File: config.mk
export PLATFORM = sky130hd
export DESIGN_NAME = pic_i2c_port
export DESIGN_NICKNAME = d
export VERILOG_FILES = /design/src/logic/pic_i2c_port.v
export VERILOG_INCLUDE_DIRS = /design/src /design/src/logic
export SDC_FILE = /design/constraint.sdc
export NUM_CORES = 1
export LEC_CHECK = 0
export BUFFER_PORTS_ARGS = -buffer_cell sky130_fd_sc_hd__buf_2
export CAP_MARGIN = 30
export CORE_MARGIN = 2
export CORE_UTILIZATION = 31
export CTS_BUF_LIST = sky130_fd_sc_hd__clkbuf_8
export DETAILED_ROUTE_END_ITERATION = 10
export PLACE_DENSITY = 0.58
export SLEW_MARGIN = 20
export SYNTH_ARGS = -nofsm -noshare
export SYNTH_HDL_FRONTEND = slang
export SYNTH_SLANG_ARGS = --single-unit
File: constraint.sdc
create_clock -name SYS_CLK_I -period 2.7 [get_ports SYS_CLK_I]
set_clock_uncertainty 0.1 [all_clocks]
set_input_delay 0.27 -clock SYS_CLK_I [delete_from_list [all_inputs] [get_ports SYS_CLK_I]]
set_output_delay 0.27 -clock SYS_CLK_I [all_outputs]
set_load 0.02 [all_outputs]
File: src/logic/pic_map.vh
// Constants for the pmic control port: addresses, fields, timing
`ifndef PIC_MAP_VH
`define PIC_MAP_VH

`define PIC_DEV_WRITE_BYTE   8'h12
`define PIC_DEV_READ_BYTE    8'h13

`define PIC_SUB_REGULATOR    2'h0
`define PIC_SUB_BACKLIGHT    2'h1
`define PIC_SUB_SEL_MSB      1
`define PIC_SUB_SEL_LSB      0

`define PIC_REG_RESET        8'h00

`define PIC_RG_LINREG1_EN    0
`define PIC_RG_LINREG2_EN    1
`define PIC_RG_BURST_LSB     2
`define PIC_RG_SLEW_LO       5
`define PIC_RG_SLEW_HI       6
`define PIC_RG_UNUSED        7

`define PIC_BL_ENABLE        0
`define PIC_BL_RAMP_HI       1
`define PIC_BL_RAMP_LO       2
`define PIC_BL_MODE_LO       3
`define PIC_BL_MODE_HI       4
`define PIC_BL_DIM_LO        5
`define PIC_BL_DIM_HI        6
`define PIC_BL_SLEW_SLOW     7

`define PIC_BYTE_BITS        4'h8
`define PIC_ACK_SLOT         4'h9

`define PIC_CLK_PERIOD_NS    50
`define PIC_SPIKE_NS         50
`define PIC_FILT_CYCLES      ((`PIC_SPIKE_NS + `PIC_CLK_PERIOD_NS - 1) / `PIC_CLK_PERIOD_NS + 1)

`endif

File: src/logic/pic_i2c_port.v
// I2C slave control port with holding and command latches
`timescale 1ns/100ps
`include "pic_map.vh"

module pic_i2c_port (
    input  wire       SYS_CLK_I,
    input  wire       RESET_I,
    input  wire       SCL_I,
    input  wire       SDA_I,
    output wire       SDA_O,
    output wire       SDA_OE_O,
    input  wire       UVLO_I,
    input  wire       POWERDOWN_STATE_A_I,
    input  wire       POWERDOWN_STATE_B_I,
    input  wire [7:0] STATUS_I,
    output wire       LINREG1_ENABLE_O,
    output wire       LINREG2_ENABLE_O,
    output wire       STEPDOWN1_BURST_SEL_O,
    output wire       STEPDOWN2_BURST_SEL_O,
    output wire       STEPDOWN3_BURST_SEL_O,
    output wire       STEPDOWN_SLEW_LO_O,
    output wire       STEPDOWN_SLEW_HI_O,
    output wire       BACKLIGHT_ENABLE_O,
    output wire       RAMP_TIME_LO_O,
    output wire       RAMP_TIME_HI_O,
    output wire       BOOST_MODE_LO_O,
    output wire       BOOST_MODE_HI_O,
    output wire       DIM_CLOCK_LO_O,
    output wire       DIM_CLOCK_HI_O,
    output wire       BACKLIGHT_SLEW_SLOW_O
);

    localparam [5:0] ST_IDLE   = 6'b000001;
    localparam [5:0] ST_ADDR   = 6'b000010;
    localparam [5:0] ST_SUB    = 6'b000100;
    localparam [5:0] ST_DATA   = 6'b001000;
    localparam [5:0] ST_READ   = 6'b010000;
    localparam [5:0] ST_IGNORE = 6'b100000;

    localparam integer FILT_LAST_INT = `PIC_FILT_CYCLES - 1;
    localparam [1:0]   FILT_LAST     = FILT_LAST_INT[1:0];

    wire [1:0] line_raw;
    reg  [1:0] line_meta;
    reg  [1:0] line_sync;
    reg  [1:0] line_filt;
    reg  [1:0] line_prev;
    reg  [2:0] clr_meta;
    reg  [2:0] clr_sync;
    reg  [7:0] status_meta;
    reg  [7:0] status_sync;

    reg  [5:0] state;
    reg  [3:0] bit_cnt;
    reg  [7:0] shift_in;
    reg  [7:0] shift_out;
    reg  [1:0] sub_sel;
    reg        drive_low;
    reg  [7:0] hold_reg;
    reg  [7:0] hold_bl;
    reg  [7:0] cmd_reg;
    reg  [7:0] cmd_bl;

    wire scl_f;
    wire sda_f;
    wire scl_rise;
    wire scl_fall;
    wire start_det;
    wire stop_det;
    wire clear_all;
    wire [7:0] next_shift_in;

    assign line_raw = {SDA_I, SCL_I};

    always @(posedge SYS_CLK_I) begin
        if (RESET_I) begin
            line_meta <= 2'h3;
            line_sync <= 2'h3;
            clr_meta  <= 3'h0;
            clr_sync  <= 3'h0;
            status_meta <= 8'h00;
            status_sync <= 8'h00;
        end else begin
            line_meta <= line_raw;
            line_sync <= line_meta;
            clr_meta  <= {POWERDOWN_STATE_B_I, POWERDOWN_STATE_A_I, UVLO_I};
            clr_sync  <= clr_meta;
            status_meta <= STATUS_I;
            status_sync <= status_meta;
        end
    end

    genvar gi;
    generate
        for (gi = 0; gi < 2; gi = gi + 1) begin : g_filt
            reg [1:0] stable_cnt;
            always @(posedge SYS_CLK_I) begin
                if (RESET_I) begin
                    stable_cnt    <= 2'h0;
                    line_filt[gi] <= 1'b1;
                    line_prev[gi] <= 1'b1;
                end else begin
                    line_prev[gi] <= line_filt[gi];
                    if (line_sync[gi] == line_filt[gi]) begin
                        stable_cnt <= 2'h0;
                    end else if (stable_cnt == FILT_LAST) begin
                        stable_cnt    <= 2'h0;
                        line_filt[gi] <= line_sync[gi];
                    end else begin
                        stable_cnt <= stable_cnt + 2'h1;
                    end
                end
            end
        end
    endgenerate

    assign scl_f    = line_filt[0];
    assign sda_f    = line_filt[1];
    assign scl_rise = scl_f & ~line_prev[0];
    assign scl_fall = ~scl_f & line_prev[0];
    // start and stop while clock high
    assign start_det = scl_f & line_prev[0] & ~sda_f & line_prev[1];
    assign stop_det  = scl_f & line_prev[0] & sda_f & ~line_prev[1];

    assign clear_all = RESET_I | (|clr_sync);

    assign next_shift_in = {shift_in[6:0], sda_f};

    assign SDA_O    = 1'b0;
    assign SDA_OE_O = drive_low;

    // Protocol engine
    always @(posedge SYS_CLK_I) begin
        if (clear_all) begin
            state     <= ST_IDLE;
            bit_cnt   <= 4'h0;
            shift_in  <= 8'h00;
            shift_out <= 8'h00;
            sub_sel   <= 2'h0;
            drive_low <= 1'b0;
            hold_reg  <= `PIC_REG_RESET;
            hold_bl   <= `PIC_REG_RESET;
            cmd_reg   <= `PIC_REG_RESET;
            cmd_bl    <= `PIC_REG_RESET;
        end else if (stop_det) begin
            cmd_reg   <= hold_reg;
            cmd_bl    <= hold_bl;
            state     <= ST_IDLE;
            bit_cnt   <= 4'h0;
            drive_low <= 1'b0;
        end else if (start_det) begin
            state     <= ST_ADDR;
            bit_cnt   <= 4'h0;
            drive_low <= 1'b0;
        end else if (scl_rise) begin
            if (bit_cnt < `PIC_BYTE_BITS) begin
                shift_in <= next_shift_in;
            end
            if (bit_cnt < `PIC_ACK_SLOT) begin
                bit_cnt <= bit_cnt + 4'h1;
            end
        end else if (scl_fall) begin
            case (state)
                ST_ADDR: begin
                    if (bit_cnt == `PIC_BYTE_BITS) begin
                        if (shift_in == `PIC_DEV_WRITE_BYTE) begin
                            drive_low <= 1'b1;
                        end else if (shift_in == `PIC_DEV_READ_BYTE) begin
                            drive_low <= 1'b1;
                            shift_out <= status_sync;
                        end else begin
                            state <= ST_IGNORE;
                        end
                    end else if (bit_cnt == `PIC_ACK_SLOT) begin
                        bit_cnt <= 4'h0;
                        if (shift_in == `PIC_DEV_WRITE_BYTE) begin
                            drive_low <= 1'b0;
                            state     <= ST_SUB;
                        end else begin
                            drive_low <= ~shift_out[7];
                            state     <= ST_READ;
                        end
                    end
                end
                ST_SUB: begin
                    if (bit_cnt == `PIC_BYTE_BITS) begin
                        drive_low <= 1'b1;
                    end else if (bit_cnt == `PIC_ACK_SLOT) begin
                        sub_sel   <= shift_in[`PIC_SUB_SEL_MSB:`PIC_SUB_SEL_LSB];
                        drive_low <= 1'b0;
                        bit_cnt   <= 4'h0;
                        state     <= ST_DATA;
                    end
                end
                ST_DATA: begin
                    if (bit_cnt == `PIC_BYTE_BITS) begin
                        drive_low <= 1'b1;
                    end else if (bit_cnt == `PIC_ACK_SLOT) begin
                        if (sub_sel == `PIC_SUB_REGULATOR) begin
                            hold_reg <= shift_in;
                        end else if (sub_sel == `PIC_SUB_BACKLIGHT) begin
                            hold_bl <= shift_in;
                        end
                        drive_low <= 1'b0;
                        bit_cnt   <= 4'h0;
                        state     <= ST_IGNORE;
                    end
                end
                ST_READ: begin
                    if (bit_cnt < `PIC_BYTE_BITS) begin
                        shift_out <= {shift_out[6:0], 1'b0};
                        drive_low <= ~shift_out[6];
                    end else begin
                        drive_low <= 1'b0;
                        state     <= ST_IGNORE;
                    end
                end
                ST_IDLE, ST_IGNORE: begin
                    drive_low <= 1'b0;
                end
                default: begin
                    state     <= ST_IDLE;
                    drive_low <= 1'b0;
                end
            endcase
        end
    end

    assign LINREG1_ENABLE_O      = cmd_reg[`PIC_RG_LINREG1_EN];
    assign LINREG2_ENABLE_O      = cmd_reg[`PIC_RG_LINREG2_EN];
    assign STEPDOWN1_BURST_SEL_O = cmd_reg[`PIC_RG_BURST_LSB];
    assign STEPDOWN2_BURST_SEL_O = cmd_reg[`PIC_RG_BURST_LSB + 1];
    assign STEPDOWN3_BURST_SEL_O = cmd_reg[`PIC_RG_BURST_LSB + 2];
    assign STEPDOWN_SLEW_LO_O    = cmd_reg[`PIC_RG_SLEW_LO];
    assign STEPDOWN_SLEW_HI_O    = cmd_reg[`PIC_RG_SLEW_HI];
    assign BACKLIGHT_ENABLE_O    = cmd_bl[`PIC_BL_ENABLE];
    assign RAMP_TIME_HI_O        = cmd_bl[`PIC_BL_RAMP_HI];
    assign RAMP_TIME_LO_O        = cmd_bl[`PIC_BL_RAMP_LO];
    assign BOOST_MODE_LO_O       = cmd_bl[`PIC_BL_MODE_LO];
    assign BOOST_MODE_HI_O       = cmd_bl[`PIC_BL_MODE_HI];
    assign DIM_CLOCK_LO_O        = cmd_bl[`PIC_BL_DIM_LO];
    assign DIM_CLOCK_HI_O        = cmd_bl[`PIC_BL_DIM_HI];
    assign BACKLIGHT_SLEW_SLOW_O = cmd_bl[`PIC_BL_SLEW_SLOW];

endmodule // pic_i2c_port

# --- Word-level counts from Yosys, hierarchy flattened ---
# Index checks and enable logic that the tools add are counted.
# Widths: inputs -> output; s select.
classes:
  n_addsub: 3
  magnitude_cmp: 2
  n_eq_ne: 41
  n_mux: 34
  n_bitwise: 22
  n_reduce_logical: 25
op_table:
  columns: ["operator", "n"]
  rows:
  - ["$mux 6", 9]
  - ["$mux 8", 4]
  - ["$pmux 6 s5", 1]
  - ["$mux 4", 6]
  - ["$ne 3x3->1 const B", 8]
  - ["$ne 2x2->1 const B", 11]
  - ["$reduce_and 11->1", 2]
  - ["$reduce_and 9->1", 2]
  - ["$eq 8x5->1 const B", 2]
  - ["$ne 4x4->1 const B", 4]
  - ["$pmux 8 s2", 1]
  - ["$reduce_or 3->1", 5]
  - ["$not 1->1", 14]
  - ["$reduce_and 5->1", 2]
  - ["$reduce_bool 2->1", 5]
  - ["$eq 4x4->1 const B", 2]
  - ["$lt 4x4->1 const B", 2]
  - ["$mux 1", 8]
  - ["$reduce_and 8->1", 1]
  - ["$and 1x1->1", 7]
  - ["$reduce_and 7->1", 1]
  - ["$eq 2x1->1 const B", 3]
  - ["$eq 6x1->1 const B", 1]
  - ["$eq 6x2->1 const B", 1]
  - ["17 further kinds", 25]
totals:
  reg_bits: 93
  wordCells: 150

# --- Longest topological paths before layout ---
# Gate-level depths: netlist (run 1).
logic_depth:
  word_depth: 8
  mapped_depth: 9
  depth_no_buf: 7

# --- Least setup slack after synthesis (run 1) ---
# No wires, ideal clock.
synth_timing:
  path_type: "flip-flop to flip-flop"
  startpoint: "register bit_cnt[0]"
  endpoint: "register hold_reg[6]"
  setup_ns: 0.128
  arrival_time_ns: 2.038
  setup_slack_ns: 0.434
  stages_incl_launch_ff: 8
  synth_period_minus_slack_ns: 2.266
  cell_sequence: "dfxtp_1 > inv_1 > ha_1 > nand4bb_1 > or4_4 > nor3_4 > mux2i_1 > nor2_1"
synth_via:
  elab_chain_len: 3
synth_lines:
  columns: ["element", "line_no", "rtl"]
  rows:
  - ["start, declared", "pic_i2c_port.v:54", "reg [3:0] bit_cnt;"]
  - ["start signal, assigned", "pic_i2c_port.v:160", "bit_cnt <= bit_cnt + 4'h1;"]
  - ["$eq 4x4->1 (no source line)", null, null]
  - ["$not 1->1 (no source line)", null, null]
  - ["$reduce_and 8->1 (no source line) (*)", null, null]
  - ["end signal, assigned", "pic_i2c_port.v:141", "hold_reg <= `PIC_REG_RESET;"]
  - ["end signal, assigned", "pic_i2c_port.v:200", "hold_reg <= shift_in;"]
  - ["end, declared", "pic_i2c_port.v:59", "reg [7:0] hold_reg;"]
# Mark *: on every way between the ends. The rest lies on a longest branch, timed or not.
# A chain may end at the register's enable or synchronous reset.

# --- Final worst setup path (run 1) ---
layout_timing:
  startpoint: "register bit_cnt[0]"
  endpoint: "register hold_reg[3]"
# The elaborated chain is that of the path after synthesis.

==> metrics.log, run 1 <==
INFO  metric outcome = completed
INFO  metric slack_of_the_worst_reg_to_reg_path = 0.23 ns
INFO  metric port_buffers = 30
INFO  metric r2r_start = bit_cnt[0]
INFO  metric worstSetupEndpoint = hold_reg[3]
INFO  metric fp.dieArea = 12,700 µm²
INFO  metric detail_route.wl_per_cell = 12.3 µm
INFO  metric power_density = 579 nW/µm²
INFO  metric cts_made_buffers = 9
INFO  metric yosysSeqAreaShare = 50.7%
INFO  metric fraction_of_the_cycle_the_final_worst_path_needs = 91.6%
INFO  metric worst-setup-path-type = reg2reg
INFO  metric slew_viol_final = 0
INFO  metric cts_tree = done
INFO  metric die_w = 113 µm
INFO  metric grt_max_degree = 50
INFO  metric power.static_leakage = roughly 1.6 nW
INFO  metric yosysTopAreaCell = dfxtp_1
INFO  metric ant_nets = 0
INFO  metric area_growth = 14.2%
INFO  metric fmax = 0.404 GHz
INFO  metric largest_fanout_on_the_critical_path = 6
INFO  metric post_drt_via_cell_ratio = 4.77
INFO  metric postRouteWirelength = around 7000 µm
INFO  metric io-pin-count = 32
INFO  metric power.share.sequential = between 50% and 60%
INFO  metric cts.root.buffer_cell = clkbuf_8
INFO  metric cts-root-to-sink-buffers = 2
INFO  metric p_clk_share = 38.2%
INFO  metric max_cap_viol_count = 0
INFO  metric placementRows = 39
INFO  metric via_count = roughly 2,700
INFO  metric cellInternalPower = approximately 1.9 mW
INFO  metric async_sr_flop_fraction = 0%
INFO  metric cp-end-kind = flop
INFO  metric critical_path_arrival = 2.60 ns
INFO  metric grt_antenna_before_repair = 0
INFO  metric power.switching = about 550 µW
INFO  metric post-synth-top-count-cell = dfxtp_1
INFO  metric r2r.worst_path.cells = 8
INFO  metric final_net_count = 442
INFO  metric vias_in_the_first_global_route = 2,605
INFO  metric timing.final.setup_violations = 0
INFO  metric core_area = 11,500 µm²
INFO  metric start_kind = flop
INFO  metric grt_pass1_wl = 12,200 µm
INFO  metric avgSynthCellArea = 9.47 µm²
INFO  metric setup_tns = 0 ns
INFO  metric report.final.hold_viol_count = 0
INFO  metric start_util = 31.9%
INFO  metric globalRouteOverflowTotal = 0
INFO  metric hold_path.class = in2reg
INFO  metric cp_data_required_time = roughly 2.8 ns
INFO  metric post_synth_num_cell_types = 45
INFO  metric synth_top_area_share = 50.7%
INFO  metric number_of_drc_markers_after_the_initial_detailed_route_iteration = 100
INFO  metric synthTopCellsByArea = dfxtp_1 (51%), mux2i_1 (9.0%), nor2b_1 (4.3%), a21oi_1 (3.9%), nand2_1 (3.9%)
INFO  metric synth_flop_cell = dfxtp_1
INFO  metric cts-htree-levels = 3
INFO  metric die-height = 113 µm
INFO  metric leading_post_synthesis_cells_by_instance_count = dfxtp_1 (93), nand2_1 (38), nor2_1 (35), mux2i_1 (33), a21oi_1 (29)
INFO  metric detailedPlacementHpwl = 4860 µm
INFO  metric syn_nets = 412
INFO  metric synth-edff-count = 0
INFO  metric gpl.final_weighted_congestion = 0.846
INFO  metric ys_seq_elements = 93
INFO  metric grt_use_total = a little under an eighth
INFO  metric power.combinational.fraction = between 4 and 5%
INFO  metric switching_share = 22.5%
INFO  metric drt_first_pass_iters = 4
INFO  metric fin_worst_hold_slack = ~0.023 ns
INFO  metric cts_resized = 0
INFO  metric synthesis.instances = 388
INFO  metric layout-drive-gt1-share = 15.1%
INFO  metric synth.cell_area = 3670 µm²
INFO  metric ys_warn_count = 0
INFO  metric vdd.ir_drop.worst = 0.303 mV
INFO  metric diodes = 0
INFO  metric layout_min_cycle_time = between 2 and 2.5 ns
INFO  metric drcViolationCount = 0
INFO  metric regToRegEndpoint = hold_reg[3]
INFO  metric rsz0062_at_grt = no
INFO  metric clkTransAtPathRegs = about 0.090 ns
INFO  metric worst_slew_pin_slew = 0.764 ns
INFO  metric crit_path_from = bit_cnt[0]
INFO  metric timing.slew.headroom = approximately 49%
INFO  metric clock_insertion_delay_worst_skew = ~0.35 ns
INFO  metric cts_num_sinks = 93
routing by layer:
| metal | vias up | wire (µm) | track usage, % | part of all wire (%) |
|---|---|---|---|---|
| li1 | 1388 | - | - | - |
| met1 | 1265 | 3470 | 15.1 | 50 |
| met4 | 0 | 71 | 3.66 | 1.0 |
| met3 | 7 | 184 | 2.79 | 2.6 |
| met2 | 37 | 3240 | 19.2 | 47 |
| met5 | - | 0 | 0 | 0 |
layout make-up:
class	count	area, µm²
Fill cell	1211	7320
Sequential cell	93	1860
Multi-Input combinational cell	267	1700
Timing Repair Buffer	39	223
Tap cell	143	179
Clock buffer	10	138
Clock inverter	6	62.6
Inverter	8	30.0
critical path, cell delays in order, from the launching register on:
cell       delay (ns)
dfxtp_1          0.41
inv_1            0.08
ha_1             0.25
nand4bb_1        0.29
or4_4            0.57
nor3_4           0.19
buf_4            0.19
mux2i_1          0.20
nor2_1           0.06
worst min path at each step:
stage / from / to / slack [ns] / cells after the start
2_1_floorplan: SCL_I / line_meta[0] / 0.27 / 1
3_3_place_gp: line_meta[1] / line_sync[1] / 0.29 / 1
3_5_place_dp: line_meta[0] / line_sync[0] / 0.30 / 1
4_1_cts: UVLO_I / clr_meta[0] / 0.007 / 2
5_1_grt: STATUS_I[6] / status_meta[6] / 0.02 / 2
6_report: UVLO_I / clr_meta[0] / 0.02 / 2
through the flow:
| step | total power [mW] | cells | utilization, % | setup WS [ns] | instance area [µm²] |
|---|---|---|---|---|---|
| floorplan | 1.51 | 388 | - | 0.434 | 3670 |
| global placement | 1.53 | 546 | 34.4 | 0.292 | 3960 |
| detailed placement | 1.53 | 546 | 34.4 | 0.205 | 3960 |
| CTS | 2.46 | 564 | 36.3 | 0.184 | 4180 |
| global route | 2.54 | 566 | 36.4 | 0.0510 | 4200 |
| finish | 2.43 | 566 | 36.4 | 0.227 | 4200 |
cell families (layout without fill, tap and decap cells):
family                   after synthesis  in the layout  share of synthesized area, %
other                                  1              1                         0.102
AND/OR/NAND/NOR                      158            158                          22.8
buffers and inverters                 28             63                          3.00
AO/OA/AOI/OAI                         60             60                          9.94
multiplexers                          33             33                          8.99
adder cells (fa/ha/maj)                9              9                          3.06
flip-flops                            93             93                          50.7
XOR/XNOR                               6              6                          1.43
power groups by stage:
stage / logic [mW] / registers, mW / clock network [mW]
3_5_place_dp: 0.0997 / 1.43 / 0
2_1_floorplan: 0.0740 / 1.43 / 0
3_3_place_gp: 0.0976 / 1.43 / 0
6_report: 0.101 / 1.40 / 0.928
5_1_grt: 0.115 / 1.40 / 1.02
4_1_cts: 0.102 / 1.40 / 0.960
layout by cell type (no fill, tap or decap), types with 5 or more instances in the layout:
| cell | count |
|---|---|
| a211oi_1 | 7 |
| a21oi_1 | 29 |
| buf_2 | 30 |
| buf_4 | 7 |
| clkbuf_8 | 10 |
| dfxtp_1 | 93 |
| ha_1 | 9 |
| inv_1 | 9 |
| mux2i_1 | 33 |
| nand2_1 | 38 |
| nand3_1 | 11 |
| nand3b_1 | 6 |
| nor2_1 | 35 |
| nor2b_1 | 25 |
| nor3_1 | 7 |
| o21ai_0 | 9 |
| or2_2 | 5 |
timing repair:
| item | 4_1_cts | 5_1_grt |
|---|---|---|
| hold endpoints to repair | 2 | 0 |
| endpoints found under the setup margin | 0 | 5 |
| hold buffers | 2 | 0 |
| setup buffers | 0 | 2 |
Note: power is estimated with default switching activity, not from simulation.
==> inputs of run 2 (changes only) <==
--- a/config.mk
+++ b/config.mk
@@ -12,6 +12,7 @@
 export CORE_UTILIZATION = 31
 export CTS_BUF_LIST = sky130_fd_sc_hd__clkbuf_8
 export DETAILED_ROUTE_END_ITERATION = 10
+export HOLD_SLACK_MARGIN = 0.1
 export PLACE_DENSITY = 0.58
 export SLEW_MARGIN = 20
 export SYNTH_ARGS = -nofsm -noshare
==> run 2 against run 1 <==
  * Fmax fell by 0.37%
  * Largest cell class unchanged
  * Worst hold slack improved by 0.28 ns
  * Critical path depth did not move
  * Design area rose by 2.6%
  * Clock power barely moved
  * Die area did not move
  * Largest power group unchanged
  * Sequential share of layout area fell by 1.1 points
  * Critical endpoint unchanged
  * Via count rose by 1.7%
  * Power rose by 0.46%
  * Cell count rose by 1.9%
==> metrics.log, run 2 (synthesis gave the netlist of run 1 again) <==
INFO  metric fp.dieArea = around 13,000 µm²
INFO  metric worst-path-stages = 8
INFO  metric cts_tree = done
INFO  metric timing.slew.headroom = roughly 50%
INFO  metric detailedPlacementHpwl = around 4900 µm
INFO  metric critical_path_top_delay_cell = or4_4
INFO  metric p_clk_share = 38.0%
INFO  metric post_drt_via_cell_ratio = 4.75
INFO  metric gpl.final_weighted_congestion = 0.846
INFO  metric report.final.hold_viol_count = 0
INFO  metric worst-setup-path-type = reg2reg
INFO  metric power.switching = 547 µW
INFO  metric layout.cells.most_common = dfxtp_1
INFO  metric port_buffers = 30
INFO  metric r2r.worst_path.cells = 8
INFO  metric max_cap_viol_count = 0
INFO  metric layout-drive-gt1-share = 14.7%
INFO  metric cts_made_buffers = 9
INFO  metric io-pin-count = 32
INFO  metric vdd.ir_drop.worst = 0.308 mV
INFO  metric vias_in_the_first_global_route = 2,690
INFO  metric placementRows = 39
INFO  metric clock_insertion_delay_worst_skew = 0.35 ns
INFO  metric grt_pass1_wl = 12,600 µm
INFO  metric critical_path_arrival = 2.60 ns
INFO  metric slew_viol_final = 0
INFO  metric power.combinational.fraction = under 10%
INFO  metric crit_path_from = bit_cnt[0]
INFO  metric setup_tns = 0 ns
INFO  metric cell_count_after_placement = 546
INFO  metric cp_data_required_time = 2.82 ns
INFO  metric ant_nets = 0
INFO  metric timing.final.setup_violations = 0
INFO  metric crit_path_cell_trace = inv_1 > ha_1 > nand4bb_1 > or4_4 > nor3_4 > buf_4 > mux2i_1 > nor2_1
INFO  metric layoutNonFillerInstCount = ~580
INFO  metric power_density = 567 nW/µm²
INFO  metric outcome = completed
INFO  metric core_area = 11,500 µm²
INFO  metric cellInternalPower = 1.90 mW
INFO  metric crit_buf_inv = 2
INFO  metric worstSetupEndpoint = hold_reg[3]
INFO  metric clkTransAtPathRegs = 0.09 ns
INFO  metric final_net_count = 453
INFO  metric cts-root-to-sink-buffers = 2
INFO  metric worst_slew_pin_slew = 0.766 ns
INFO  metric globalRouteOverflowTotal = 0
INFO  metric grt_antenna_before_repair = 0
INFO  metric commonest_cells_after_routing_fill_and_taps_aside = dfxtp_1 (93), nand2_1 (38), nor2_1 (35)
INFO  metric crit_path_max_incr_delay = 0.57 ns
INFO  metric die-height = 113 µm
INFO  metric detail_route.wl_per_cell = 12.3 µm
INFO  metric start_util = between 30% and 40%
INFO  metric fraction_of_the_cycle_the_final_worst_path_needs = 91.9%
INFO  metric switching_share = 22.4%
INFO  metric start_kind = flop
INFO  metric drt_first_pass_iters = 4
INFO  metric die_w = 113 µm
INFO  metric grt_max_degree = 50
INFO  metric largest_fanout_on_the_critical_path = 6
INFO  metric layout_min_cycle_time = 2.48 ns
INFO  metric slack_of_the_worst_reg_to_reg_path = 0.22 ns
INFO  metric cp-end-kind = flop
INFO  metric cts-htree-levels = 3
INFO  metric r2r_start = bit_cnt[0]
INFO  metric via_count = 2,743
INFO  metric power.share.sequential = between 50% and 60%
INFO  metric utilization = around 37%
INFO  metric grt_use_total = 12.0%
INFO  metric number_of_drc_markers_after_the_initial_detailed_route_iteration = 87
INFO  metric cts_num_sinks = 93
INFO  metric hold_path.class = in2reg
INFO  metric postRouteWirelength = 7130 µm
INFO  metric rsz0062_at_grt = no
INFO  metric cts.root.buffer_cell = clkbuf_8
INFO  metric drcViolationCount = 0
INFO  metric area_growth = 17.2%
INFO  metric worst_path_dominant_cell_family = simple AND/OR/NAND/NOR gates
INFO  metric fmax = 0.403 GHz
INFO  metric diodes = 0
INFO  metric power.static_leakage = about 1.7 nW
INFO  metric hold-path-cell-count = 4
INFO  metric regToRegEndpoint = hold_reg[3]
[run 2: cell types whose count changed in the layout (fill, tap and decap cells not counted)]
cell           before  now
dlygate4sd3_1       2   13
[run 2: what timing repair did]
action,CTS,global route
buffers inserted,0,2
hold buffers,13,0
endpoints found under the hold margin,13,0
setup endpoints to repair,0,5
gates resized for setup,0,0
[run 2: cell type report]
class                      instances  area (µm²)
clock inverter                     6        62.6
multi-input combinational        267        1700
clock buffer                      10         138
tap                              143         179
fill                            1193        7210
inverter                           8        30.0
timing repair buffer              50         333
sequential                        93        1860
[run 2: worst register-to-register path, stage by stage (launching register included)]
cell	delay [ns]
dfxtp_1	0.41
inv_1	0.08
ha_1	0.25
nand4bb_1	0.29
or4_4	0.57
nor3_4	0.19
buf_4	0.20
mux2i_1	0.20
nor2_1	0.06
[run 2: how the worst min path moves through the flow]
stage | startpoint | endpoint | slack [ns]
5_1_grt | RESET_I | state[0] | 0.30
3_5_place_dp | line_meta[0] | line_sync[0] | 0.30
4_1_cts | RESET_I | state[0] | 0.27
3_3_place_gp | line_meta[1] | line_sync[1] | 0.29
2_1_floorplan | SCL_I | line_meta[0] | 0.27
6_report | RESET_I | state[0] | 0.30
[run 2: routing by layer]
metal	routed length [µm]	global-route usage (%)
met2	3360	20.2
met4	59	3.66
met5	0	0
met3	191	2.79
met1	3520	15.3
[run 2: through the flow]
stage          setup WS (ns)  hold WS (ns)  cell area (µm²)  total power, mW
2_1_floorplan          0.434         0.274             3670             1.51
3_3_place_gp           0.292         0.291             3960             1.53
3_5_place_dp           0.205         0.298             3960             1.53
4_1_cts                0.184         0.273             4290             2.48
5_1_grt               0.0510         0.302             4310             2.56
6_report               0.218         0.300             4310             2.44
[run 2: power groups by stage]
stage | logic, mW | clock network [mW] | registers (mW)
after global placement | 0.0976 | 0 | 1.43
final | 0.114 | 0.927 | 1.40
after detailed placement | 0.0997 | 0 | 1.43
after CTS | 0.114 | 0.960 | 1.40
after global routing | 0.129 | 1.02 | 1.40
after floorplan | 0.0740 | 0 | 1.43
